<file path="src/vic_params.svh">
// Constants for the vectored interrupt controller: offsets, field positions,
// reset values and counts. Included by the package, the design file and the bench.
`ifndef VIC_PARAMS_SVH
`define VIC_PARAMS_SVH

// ----------------------------------------------------------------------------
// Channel and level counts
// ----------------------------------------------------------------------------
`define VIC_NCH        64
`define VIC_NEXT       16
`define VIC_FAST_LVLS  2
`define VIC_NORM_LVLS  6

// ----------------------------------------------------------------------------
// Register byte offsets
// ----------------------------------------------------------------------------
`define VIC_FSEL_LO    8'h00
`define VIC_FSEL_HI    8'h04
`define VIC_EN_LO      8'h08
`define VIC_EN_HI      8'h0C
`define VIC_PEND_LO    8'h10
`define VIC_PEND_HI    8'h14
`define VIC_FVEC       8'h18
`define VIC_NVEC       8'h1C
`define VIC_ENTRY_BASE 8'h20
`define VIC_PRIO_BASE  8'h40

// ----------------------------------------------------------------------------
// Fields and reset values
// ----------------------------------------------------------------------------
`define VIC_PRIO_W     3
`define VIC_PRIO_STEP  4
`define VIC_PRIO_MASK  32'h7777_7777
`define VIC_RST_WORD   32'h0000_0000
`define VIC_RST_WIDE   64'h0000_0000_0000_0000
`define VIC_RESP_OKAY  2'h0
`define VIC_RESP_SLV   2'h2

`endif

</file>
<file path="src/vic_pkg.sv">
// Types shared by the vectored interrupt controller.
// Assumes vic_params.svh is on the include path.
`include "vic_params.svh"

package vic_pkg;
  typedef logic [7:0]  vic_addr_t;
  typedef logic [31:0] vic_word_t;
  typedef logic [3:0]  vic_strb_t;
  typedef logic [1:0]  vic_resp_t;
  typedef logic [2:0]  vic_lvl_t;
  typedef logic [5:0]  vic_ch_t;
  typedef logic [63:0] vic_vec64_t;
endpackage

</file>
<file path="src/vic_top.sv">
// Vectored interrupt controller with an AXI4-Lite register slave.
// Assumes sources are synchronous to ref_clk and a single-outstanding master.
//
// Added by the designer: the placing of the registers and the AXI4-Lite slave port.
`timescale 1ns/100ps
`include "vic_params.svh"

module vic_top (
  input  wire logic             ref_clk,
  input  wire logic             sys_rst,
  input  wire logic [15:0]      ext_irq,
  input  wire logic [47:0]      chip_irq,
  output logic                  fast_request,
  output logic                  normal_request,
  input  wire vic_pkg::vic_addr_t s_axi_awaddr,
  input  wire logic             s_axi_awvalid,
  output logic                  s_axi_awready,
  input  wire vic_pkg::vic_word_t s_axi_wdata,
  input  wire vic_pkg::vic_strb_t s_axi_wstrb,
  input  wire logic             s_axi_wvalid,
  output logic                  s_axi_wready,
  output vic_pkg::vic_resp_t    s_axi_bresp,
  output logic                  s_axi_bvalid,
  input  wire logic             s_axi_bready,
  input  wire vic_pkg::vic_addr_t s_axi_araddr,
  input  wire logic             s_axi_arvalid,
  output logic                  s_axi_arready,
  output vic_pkg::vic_word_t    s_axi_rdata,
  output vic_pkg::vic_resp_t    s_axi_rresp,
  output logic                  s_axi_rvalid,
  input  wire logic             s_axi_rready
);
  import vic_pkg::*;

  // --------------------------------------------------------------------------
  // State
  // --------------------------------------------------------------------------
  vic_vec64_t fsel, en, pend, next_fsel, next_en, next_pend, src, req_f, req_n;
  vic_word_t  entry [8];
  vic_word_t  prio [8];
  vic_word_t  next_entry [8];
  vic_word_t  next_prio [8];
  vic_word_t  fvec, nvec, next_fvec, next_nvec;
  logic       next_fast_request, next_normal_request;
  vic_lvl_t   lvl_f [64];
  vic_lvl_t   lvl_n [64];
  vic_lvl_t   fbest_lvl, nbest_lvl;
  vic_ch_t    fbest_ch, nbest_ch;
  logic       any_f, any_n;

  vic_addr_t  aw_addr, next_aw_addr;
  vic_word_t  w_data, next_w_data, next_rdata;
  vic_strb_t  w_strb, next_w_strb;
  logic       aw_hold, w_hold, next_aw_hold, next_w_hold;
  logic       next_bvalid, next_rvalid, next_awready, next_wready, next_arready;
  vic_resp_t  next_bresp, next_rresp;
  logic       wr_fire;

  // Sources are taken as levels; external lines occupy channels 0 to 15.
  assign src = {chip_irq, ext_irq};
  assign wr_fire = aw_hold && w_hold && !s_axi_bvalid;

  function automatic vic_word_t merge(vic_word_t old, vic_word_t d, vic_strb_t s);
    vic_word_t r;
    r = old;
    for (int b = 0; b < 4; b++)
    begin
      if (s[b])
      begin
        r[8*b +: 8] = d[8*b +: 8];
      end
    end
    return r;
  endfunction

  // --------------------------------------------------------------------------
  // Per-channel routing and level
  // --------------------------------------------------------------------------
  // Out-of-range priority codes saturate at the highest level of each type (1 fast, 5 normal).
  for (genvar g = 0; g < `VIC_NCH; g++)
  begin : g_ch
    vic_lvl_t raw;
    assign raw      = vic_lvl_t'(prio[g / 8][`VIC_PRIO_STEP * (g % 8) +: `VIC_PRIO_W]);
    assign req_f[g] = pend[g] && en[g] && fsel[g];
    assign req_n[g] = pend[g] && en[g] && !fsel[g];
    assign lvl_f[g] = (raw > 3'h1) ? 3'h1 : raw;
    assign lvl_n[g] = (raw > 3'h5) ? 3'h5 : raw;
  end

  // --------------------------------------------------------------------------
  // Arbitration
  // --------------------------------------------------------------------------
  // Lower level wins; among equals the lower channel wins by strict compare.
  always_comb
  begin
    any_f     = 1'b0;
    any_n     = 1'b0;
    fbest_lvl = 3'h7;
    nbest_lvl = 3'h7;
    fbest_ch  = 6'h0;
    nbest_ch  = 6'h0;
    for (int i = 0; i < `VIC_NCH; i++)
    begin
      if (req_f[i] && (!any_f || lvl_f[i] < fbest_lvl))
      begin
        any_f     = 1'b1;
        fbest_lvl = lvl_f[i];
        fbest_ch  = vic_ch_t'(i);
      end
      if (req_n[i] && (!any_n || lvl_n[i] < nbest_lvl))
      begin
        any_n     = 1'b1;
        nbest_lvl = lvl_n[i];
        nbest_ch  = vic_ch_t'(i);
      end
    end
  end

  // --------------------------------------------------------------------------
  // Core registers: next values
  // --------------------------------------------------------------------------
  always_comb
  begin
    next_fsel  = fsel;
    next_en    = en;
    next_entry = entry;
    next_prio  = prio;
    next_pend  = pend;
    if (wr_fire)
    begin
      unique case (aw_addr)
        `VIC_FSEL_LO: next_fsel[31:0]  = merge(fsel[31:0], w_data, w_strb);
        `VIC_FSEL_HI: next_fsel[63:32] = merge(fsel[63:32], w_data, w_strb);
        `VIC_EN_LO:   next_en[31:0]    = merge(en[31:0], w_data, w_strb);
        `VIC_EN_HI:   next_en[63:32]   = merge(en[63:32], w_data, w_strb);
        `VIC_PEND_LO: next_pend[31:0]  = pend[31:0] & ~merge(32'h0000_0000, w_data, w_strb);
        `VIC_PEND_HI: next_pend[63:32] = pend[63:32] & ~merge(32'h0000_0000, w_data, w_strb);
        default:
        begin
          if (aw_addr[7:5] == 3'h1 && aw_addr[1:0] == 2'h0)
          begin
            next_entry[aw_addr[4:2]] = merge(entry[aw_addr[4:2]], w_data, w_strb);
          end
          else if (aw_addr[7:5] == 3'h2 && aw_addr[1:0] == 2'h0)
          begin
            next_prio[aw_addr[4:2]] = merge(prio[aw_addr[4:2]], w_data, w_strb) & `VIC_PRIO_MASK;
          end
        end
      endcase
    end
    // A source that is high in the clearing cycle keeps its pending bit.
    next_pend = next_pend | src;
    next_fvec = any_f ? entry[fbest_lvl] + {24'h0000_00, fbest_ch, 2'h0} : `VIC_RST_WORD;
    next_nvec = any_n ? entry[3'h2 + nbest_lvl] + {24'h0000_00, nbest_ch, 2'h0} : `VIC_RST_WORD;
    next_fast_request   = any_f;
    next_normal_request = any_n;
  end

  always_ff @(posedge ref_clk)
  begin
    if (sys_rst)
    begin
      fsel           <= `VIC_RST_WIDE;
      en             <= `VIC_RST_WIDE;
      pend           <= `VIC_RST_WIDE;
      entry          <= '{default: `VIC_RST_WORD};
      prio           <= '{default: `VIC_RST_WORD};
      fvec           <= `VIC_RST_WORD;
      nvec           <= `VIC_RST_WORD;
      fast_request   <= 1'b0;
      normal_request <= 1'b0;
    end
    else
    begin
      fsel           <= next_fsel;
      en             <= next_en;
      pend           <= next_pend;
      entry          <= next_entry;
      prio           <= next_prio;
      fvec           <= next_fvec;
      nvec           <= next_nvec;
      fast_request   <= next_fast_request;
      normal_request <= next_normal_request;
    end
  end

  // --------------------------------------------------------------------------
  // AXI4-Lite slave: next values
  // --------------------------------------------------------------------------
  // Address and data are parked separately, so they may arrive in any order.
  always_comb
  begin
    next_aw_hold = aw_hold;
    next_aw_addr = aw_addr;
    next_w_hold  = w_hold;
    next_w_data  = w_data;
    next_w_strb  = w_strb;
    next_bvalid  = s_axi_bvalid;
    next_bresp   = s_axi_bresp;
    next_rvalid  = s_axi_rvalid;
    next_rresp   = s_axi_rresp;
    next_rdata   = s_axi_rdata;
    if (s_axi_awvalid && s_axi_awready)
    begin
      next_aw_hold = 1'b1;
      next_aw_addr = s_axi_awaddr;
    end
    if (s_axi_wvalid && s_axi_wready)
    begin
      next_w_hold = 1'b1;
      next_w_data = s_axi_wdata;
      next_w_strb = s_axi_wstrb;
    end
    if (s_axi_bvalid && s_axi_bready)
    begin
      next_bvalid = 1'b0;
    end
    if (wr_fire)
    begin
      next_aw_hold = 1'b0;
      next_w_hold  = 1'b0;
      next_bvalid  = 1'b1;
      next_bresp   = (aw_addr > 8'h5C || aw_addr[1:0] != 2'h0) ? `VIC_RESP_SLV : `VIC_RESP_OKAY;
    end
    if (s_axi_rvalid && s_axi_rready)
    begin
      next_rvalid = 1'b0;
    end
    if (s_axi_arvalid && s_axi_arready)
    begin
      next_rvalid = 1'b1;
      next_rresp  = `VIC_RESP_OKAY;
      unique case (s_axi_araddr)
        `VIC_FSEL_LO: next_rdata = fsel[31:0];
        `VIC_FSEL_HI: next_rdata = fsel[63:32];
        `VIC_EN_LO:   next_rdata = en[31:0];
        `VIC_EN_HI:   next_rdata = en[63:32];
        `VIC_PEND_LO: next_rdata = pend[31:0];
        `VIC_PEND_HI: next_rdata = pend[63:32];
        `VIC_FVEC:    next_rdata = fvec;
        `VIC_NVEC:    next_rdata = nvec;
        default:
        begin
          next_rdata = `VIC_RST_WORD;
          if (s_axi_araddr[1:0] != 2'h0 || s_axi_araddr > 8'h5C)
          begin
            next_rresp = `VIC_RESP_SLV;
          end
          else if (s_axi_araddr[7:5] == 3'h1)
          begin
            next_rdata = entry[s_axi_araddr[4:2]];
          end
          else
          begin
            next_rdata = prio[s_axi_araddr[4:2]];
          end
        end
      endcase
    end
    next_awready = !next_aw_hold && !next_bvalid;
    next_wready  = !next_w_hold && !next_bvalid;
    next_arready = !next_rvalid;
  end

  always_ff @(posedge ref_clk)
  begin
    if (sys_rst)
    begin
      aw_hold       <= 1'b0;
      aw_addr       <= 8'h00;
      w_hold        <= 1'b0;
      w_data        <= `VIC_RST_WORD;
      w_strb        <= 4'h0;
      s_axi_bvalid  <= 1'b0;
      s_axi_bresp   <= `VIC_RESP_OKAY;
      s_axi_rvalid  <= 1'b0;
      s_axi_rresp   <= `VIC_RESP_OKAY;
      s_axi_rdata   <= `VIC_RST_WORD;
      s_axi_awready <= 1'b0;
      s_axi_wready  <= 1'b0;
      s_axi_arready <= 1'b0;
    end
    else
    begin
      aw_hold       <= next_aw_hold;
      aw_addr       <= next_aw_addr;
      w_hold        <= next_w_hold;
      w_data        <= next_w_data;
      w_strb        <= next_w_strb;
      s_axi_bvalid  <= next_bvalid;
      s_axi_bresp   <= next_bresp;
      s_axi_rvalid  <= next_rvalid;
      s_axi_rresp   <= next_rresp;
      s_axi_rdata   <= next_rdata;
      s_axi_awready <= next_awready;
      s_axi_wready  <= next_wready;
      s_axi_arready <= next_arready;
    end
  end
endmodule
</file>
<file path="config.mk">
export PLATFORM = sky130hd
export DESIGN_NAME = vic_top
export DESIGN_NICKNAME = d
export VERILOG_FILES = /design/src/vic_pkg.sv /design/src/vic_top.sv
export VERILOG_INCLUDE_DIRS = /design/src
export SDC_FILE = /design/constraint.sdc
export NUM_CORES = 2
export LEC_CHECK = 0
export BUFFER_PORTS_ARGS = -buffer_cell sky130_fd_sc_hd__buf_2
export CELL_PAD_IN_SITES_DETAIL_PLACEMENT = 0
export CELL_PAD_IN_SITES_GLOBAL_PLACEMENT = 2
export CORE_MARGIN = 2
export CORE_UTILIZATION = 38
export DETAILED_ROUTE_END_ITERATION = 10
export PLACE_DENSITY = 0.85
export SYNTH_ARGS = -nofsm -noshare
export SYNTH_HDL_FRONTEND = slang
export SYNTH_SLANG_ARGS = --single-unit
</file>
<file path="constraint.sdc">
create_clock -name ref_clk -period 116.8 [get_ports ref_clk]
set_input_delay 0 -clock ref_clk [delete_from_list [all_inputs] [get_ports ref_clk]]
set_output_delay 0 -clock ref_clk [all_outputs]
set_load 0.05 [all_outputs]
</file>
==> reports/qor.yml <==
cells_and_area:
  area.sequential_sq_um: 15850
  fillerInstances: 16768
  combined_area_of_the_multi_input_logic_cells_sq_um: 44580
  design.final.nets: 8912
  drive_above_1_share_pct: 12.43
  area_delta_synth_final_pct: 14.64
  final_core_utilization_pct: 43.80
routing:
  drt_wl_total_microns: 371600
  routed-via-count: 70152
  ant_nets: 0
  drt_pre_antenna_iters: 7
  drc: 0
  detail_route.vias_per_cell: 6.503
  drt-initial-drc-count: 10404
  wl_per_cell_microns: 34.45
placed_design:
  detailedPlacementHpwl_microns: 286600
  gp_routability_congestion: 1.066
  port_buffers: 163
  detailedPlace.worstSlack_ps: 5038
logic_synthesis:
  synth.top_cell.area_share_pct: 25.49
  synth.yosys.warnings: 0
  ys_seq_elements: 791
  syn-instance-count: 8255
  yosysTopAreaCell: "dfxtp_1"
  synth_area_leaders: "dfxtp_1, nand2_1, mux4_2"
  synth_enable_flop_cells: 0
  postSynth.asyncResetShare_pct: 0
  syn_area_sq_um: 62110
  synth_top_flop_cell: "dfxtp_1"
  seq_area_frac_synth_pct: 25.49
  synth.avg_cell_area_sq_um: 7.524
  ys_types: 132
global_route:
  antenna_found_initial: 32
  globalRoute.totalOverflow: 0
  maximum_number_of_pins_on_one_net_before_global_route_repair: 97
  grt.total_usage_pct: 42.90
  first_global_vias: 63444
  grt_first_pass_wirelength_microns: 507100
sta:
  grt_setup_unrepaired: "false"
  period_needed_ps: 108270
  part_of_the_cycle_the_worst_path_needs_pct: 92.69
  drv_slew: 1
  fmax_mhz: 9.237
  layout_setup_ws_ps: 8535
  report.final.setup_viol: 0
  finalHoldViolations: 0
  max_slew.worst_pin.slew_ps: 1495
  final.setup_skew_ps: 72.97
  setup-tns-final_ps: 0
  max-slew-margin-rel_pct: -0.7218
power_and_ir_drop:
  design_internal_power_uw: 469.2
  cellPowerDensity_nw_per_um2: 9.197
  p_clk_share_pct: 48.9
  power.combinational.fraction_pct: 8.3
  seq_power_share_pct: 42.9
  cellLeakagePower_nw: 29.72
  power.net_switching_uw: 185.7
  vdd.ir_drop.worst_uv: 13.82
  swShare_pct: 28.36
setup_path:
  worst-endpoint-arrival_ps: 108980
  crit_path_top_delay_cell: "or4b_2"
  criticalPathCategory: "reg -> reg"
  critPathRequiredTime_ps: 117520
  critPathMaxFanout: 31
  cp_common_cell: "a21oi_1"
  critPathLaunchType: "register"
  critPathMaxStageDelay_ps: 690
  rrSetupSlack_ps: 8530
  worst_setup_path_end_kind: "register"
clocking:
  path_clk_slew_ps: 60
  tritoncts: "yes"
  cts_h_tree_depth: 3
  clk_latency_ps: 800
  cts_buffers: 97
  cts.path.max_buffers: 3
  root_buffer: "clkbuf_16"
  clkSinkCount: 791
floorplan:
  die_width_microns: 408.3
  row_count: 148
  io_pins: 166
  fp.coreArea_sq_um: 162600
  effective_utilization_at_floorplan_pct: 38.20
  fp.dieArea_sq_um: 166700
  fp.dieH_microns: 408.3
status:
  violations: "capacitance limit, slew limit"
  status: "complete, but fails checks"
run:
  timing.max_cap.violations: 1
hold_path:
  min-delay-path-class: "in -> reg"
## worst paths after layout
check	cells after the start	to	start
max	509	nvec[30]	fsel[0]
max reg2reg	509	nvec[30]	fsel[0]
min reg2reg	2	entry[124]	entry[124]
min	4	pend[28]	chip_irq[12]
## worst max-delay path, delay by kind of cell (launching register included)
| family | cells | cell delay, ps |
|---|---|---|
| AOI/OAI and AO/OA | 261 | 57240 |
| adders and majority gates | 65 | 18130 |
| buffers and inverters | 26 | 3260 |
| DFF | 1 | 340 |
| muxes | 18 | 5470 |
| and+or+nand+nor | 139 | 23620 |
## layer usage
metal	vias up	track usage, %	part of all wire (%)
met4	8	30.37	8.6
met2	4640	62.41	41
met3	1024	11.69	12
li1	30489	-	-
met1	33991	54.67	39
met5	-	0.05747	0.013
## cells by family (layout without fill, tap and decap cells)
kind of cell,count (synthesis),in the layout,synth area share [%]
compound gates,2442,2442,24.65
xor+xnor,37,37,0.5217
fa+ha+maj,266,266,5.382
buf+inv,685,901,4.279
flops,791,791,25.49
mux,527,527,13.61
other cells,1,142,0.006037
simple gates,3506,3507,26.05
## cell type report
cell class	count	area share, %
Antenna cell	14	0.04920
Multi-Input combinational cell	6907	62.61
Clock inverter	42	0.7345
Sequential cell	791	22.26
Timing Repair Buffer	529	5.628
Inverter	197	1.038
Tap cell	2175	3.822
Clock buffer	133	3.867
## registers in the layout, indices dropped and copies added, names as in the netlist, 4 cells and up
register and count:
s_axi_rdata 32, w_data 32, pend 64, aw_addr 8, fsel 64, entry 256
fvec 32, nvec 32, w_strb 4, en 64, g_ch.raw 192
## power by group through the flow
| stage | combinational [mW] | sequential, mW | clock, mW |
|---|---|---|---|
| 2_1_floorplan | 0.0236 | 0.285 | 0 |
| 3_3_place_gp | 0.0471 | 0.286 | 0 |
| 3_5_place_dp | 0.0474 | 0.286 | 0 |
| 4_1_cts | 0.0517 | 0.280 | 0.320 |
| 5_1_grt | 0.0554 | 0.280 | 0.330 |
| 6_report | 0.0543 | 0.281 | 0.320 |
## per-stage QoR
stage	area (sq um)	instances	power (mW)	hold WS (ps)
final	71210	10788	0.6549	5.890
after global routing	71170	10774	0.6660	33.62
after CTS	70850	10769	0.6517	0.6375
after detailed placement	65950	10432	0.3335	216.9
after global placement	65950	10432	0.3332	202.9
after floorplan	62590	8382	0.3081	117.4
## cell usage after synthesis, types with 62 or more instances
cell	instances
a211oi_1	110
a21o_1	121
a21oi_1	1060
a22oi_1	99
a31oi_1	79
and3_1	80
clkbuf_1	417
dfxtp_1	791
ha_1	264
inv_1	193
mux2i_1	228
mux4_2	249
nand2_1	1591
nand2b_1	102
nand3_1	204
nor2_1	724
nor2b_1	160
nor3_1	181
o21a_1	108
o21ai_0	335
or2_2	62
## cell usage in the layout (no fill, tap or decap), types with 128 or more instances in the layout
cell           Yosys  routed
nand2_1         1591    1590
o21ai_0          335     332
nor2b_1          160     160
buf_2             30     160
conb_1             1     128
nor3_1           181     176
dfxtp_1          791     787
nand3_1          204     204
mux4_2           249     249
a21oi_1         1060    1053
ha_1             264     264
dlygate4sd3_1      0     162
mux2i_1          228     227
nor2_1           724     707
buf_4              8     203
inv_1            193     193
## timing repair
action                     4_1_cts  5_1_grt
setup endpoints to repair        0       33
hold buffers                   162        0
hold endpoints to repair       192        0
resized for setup                0       52
buffers inserted                 0        4
Note: power is estimated with default switching activity, not from simulation.
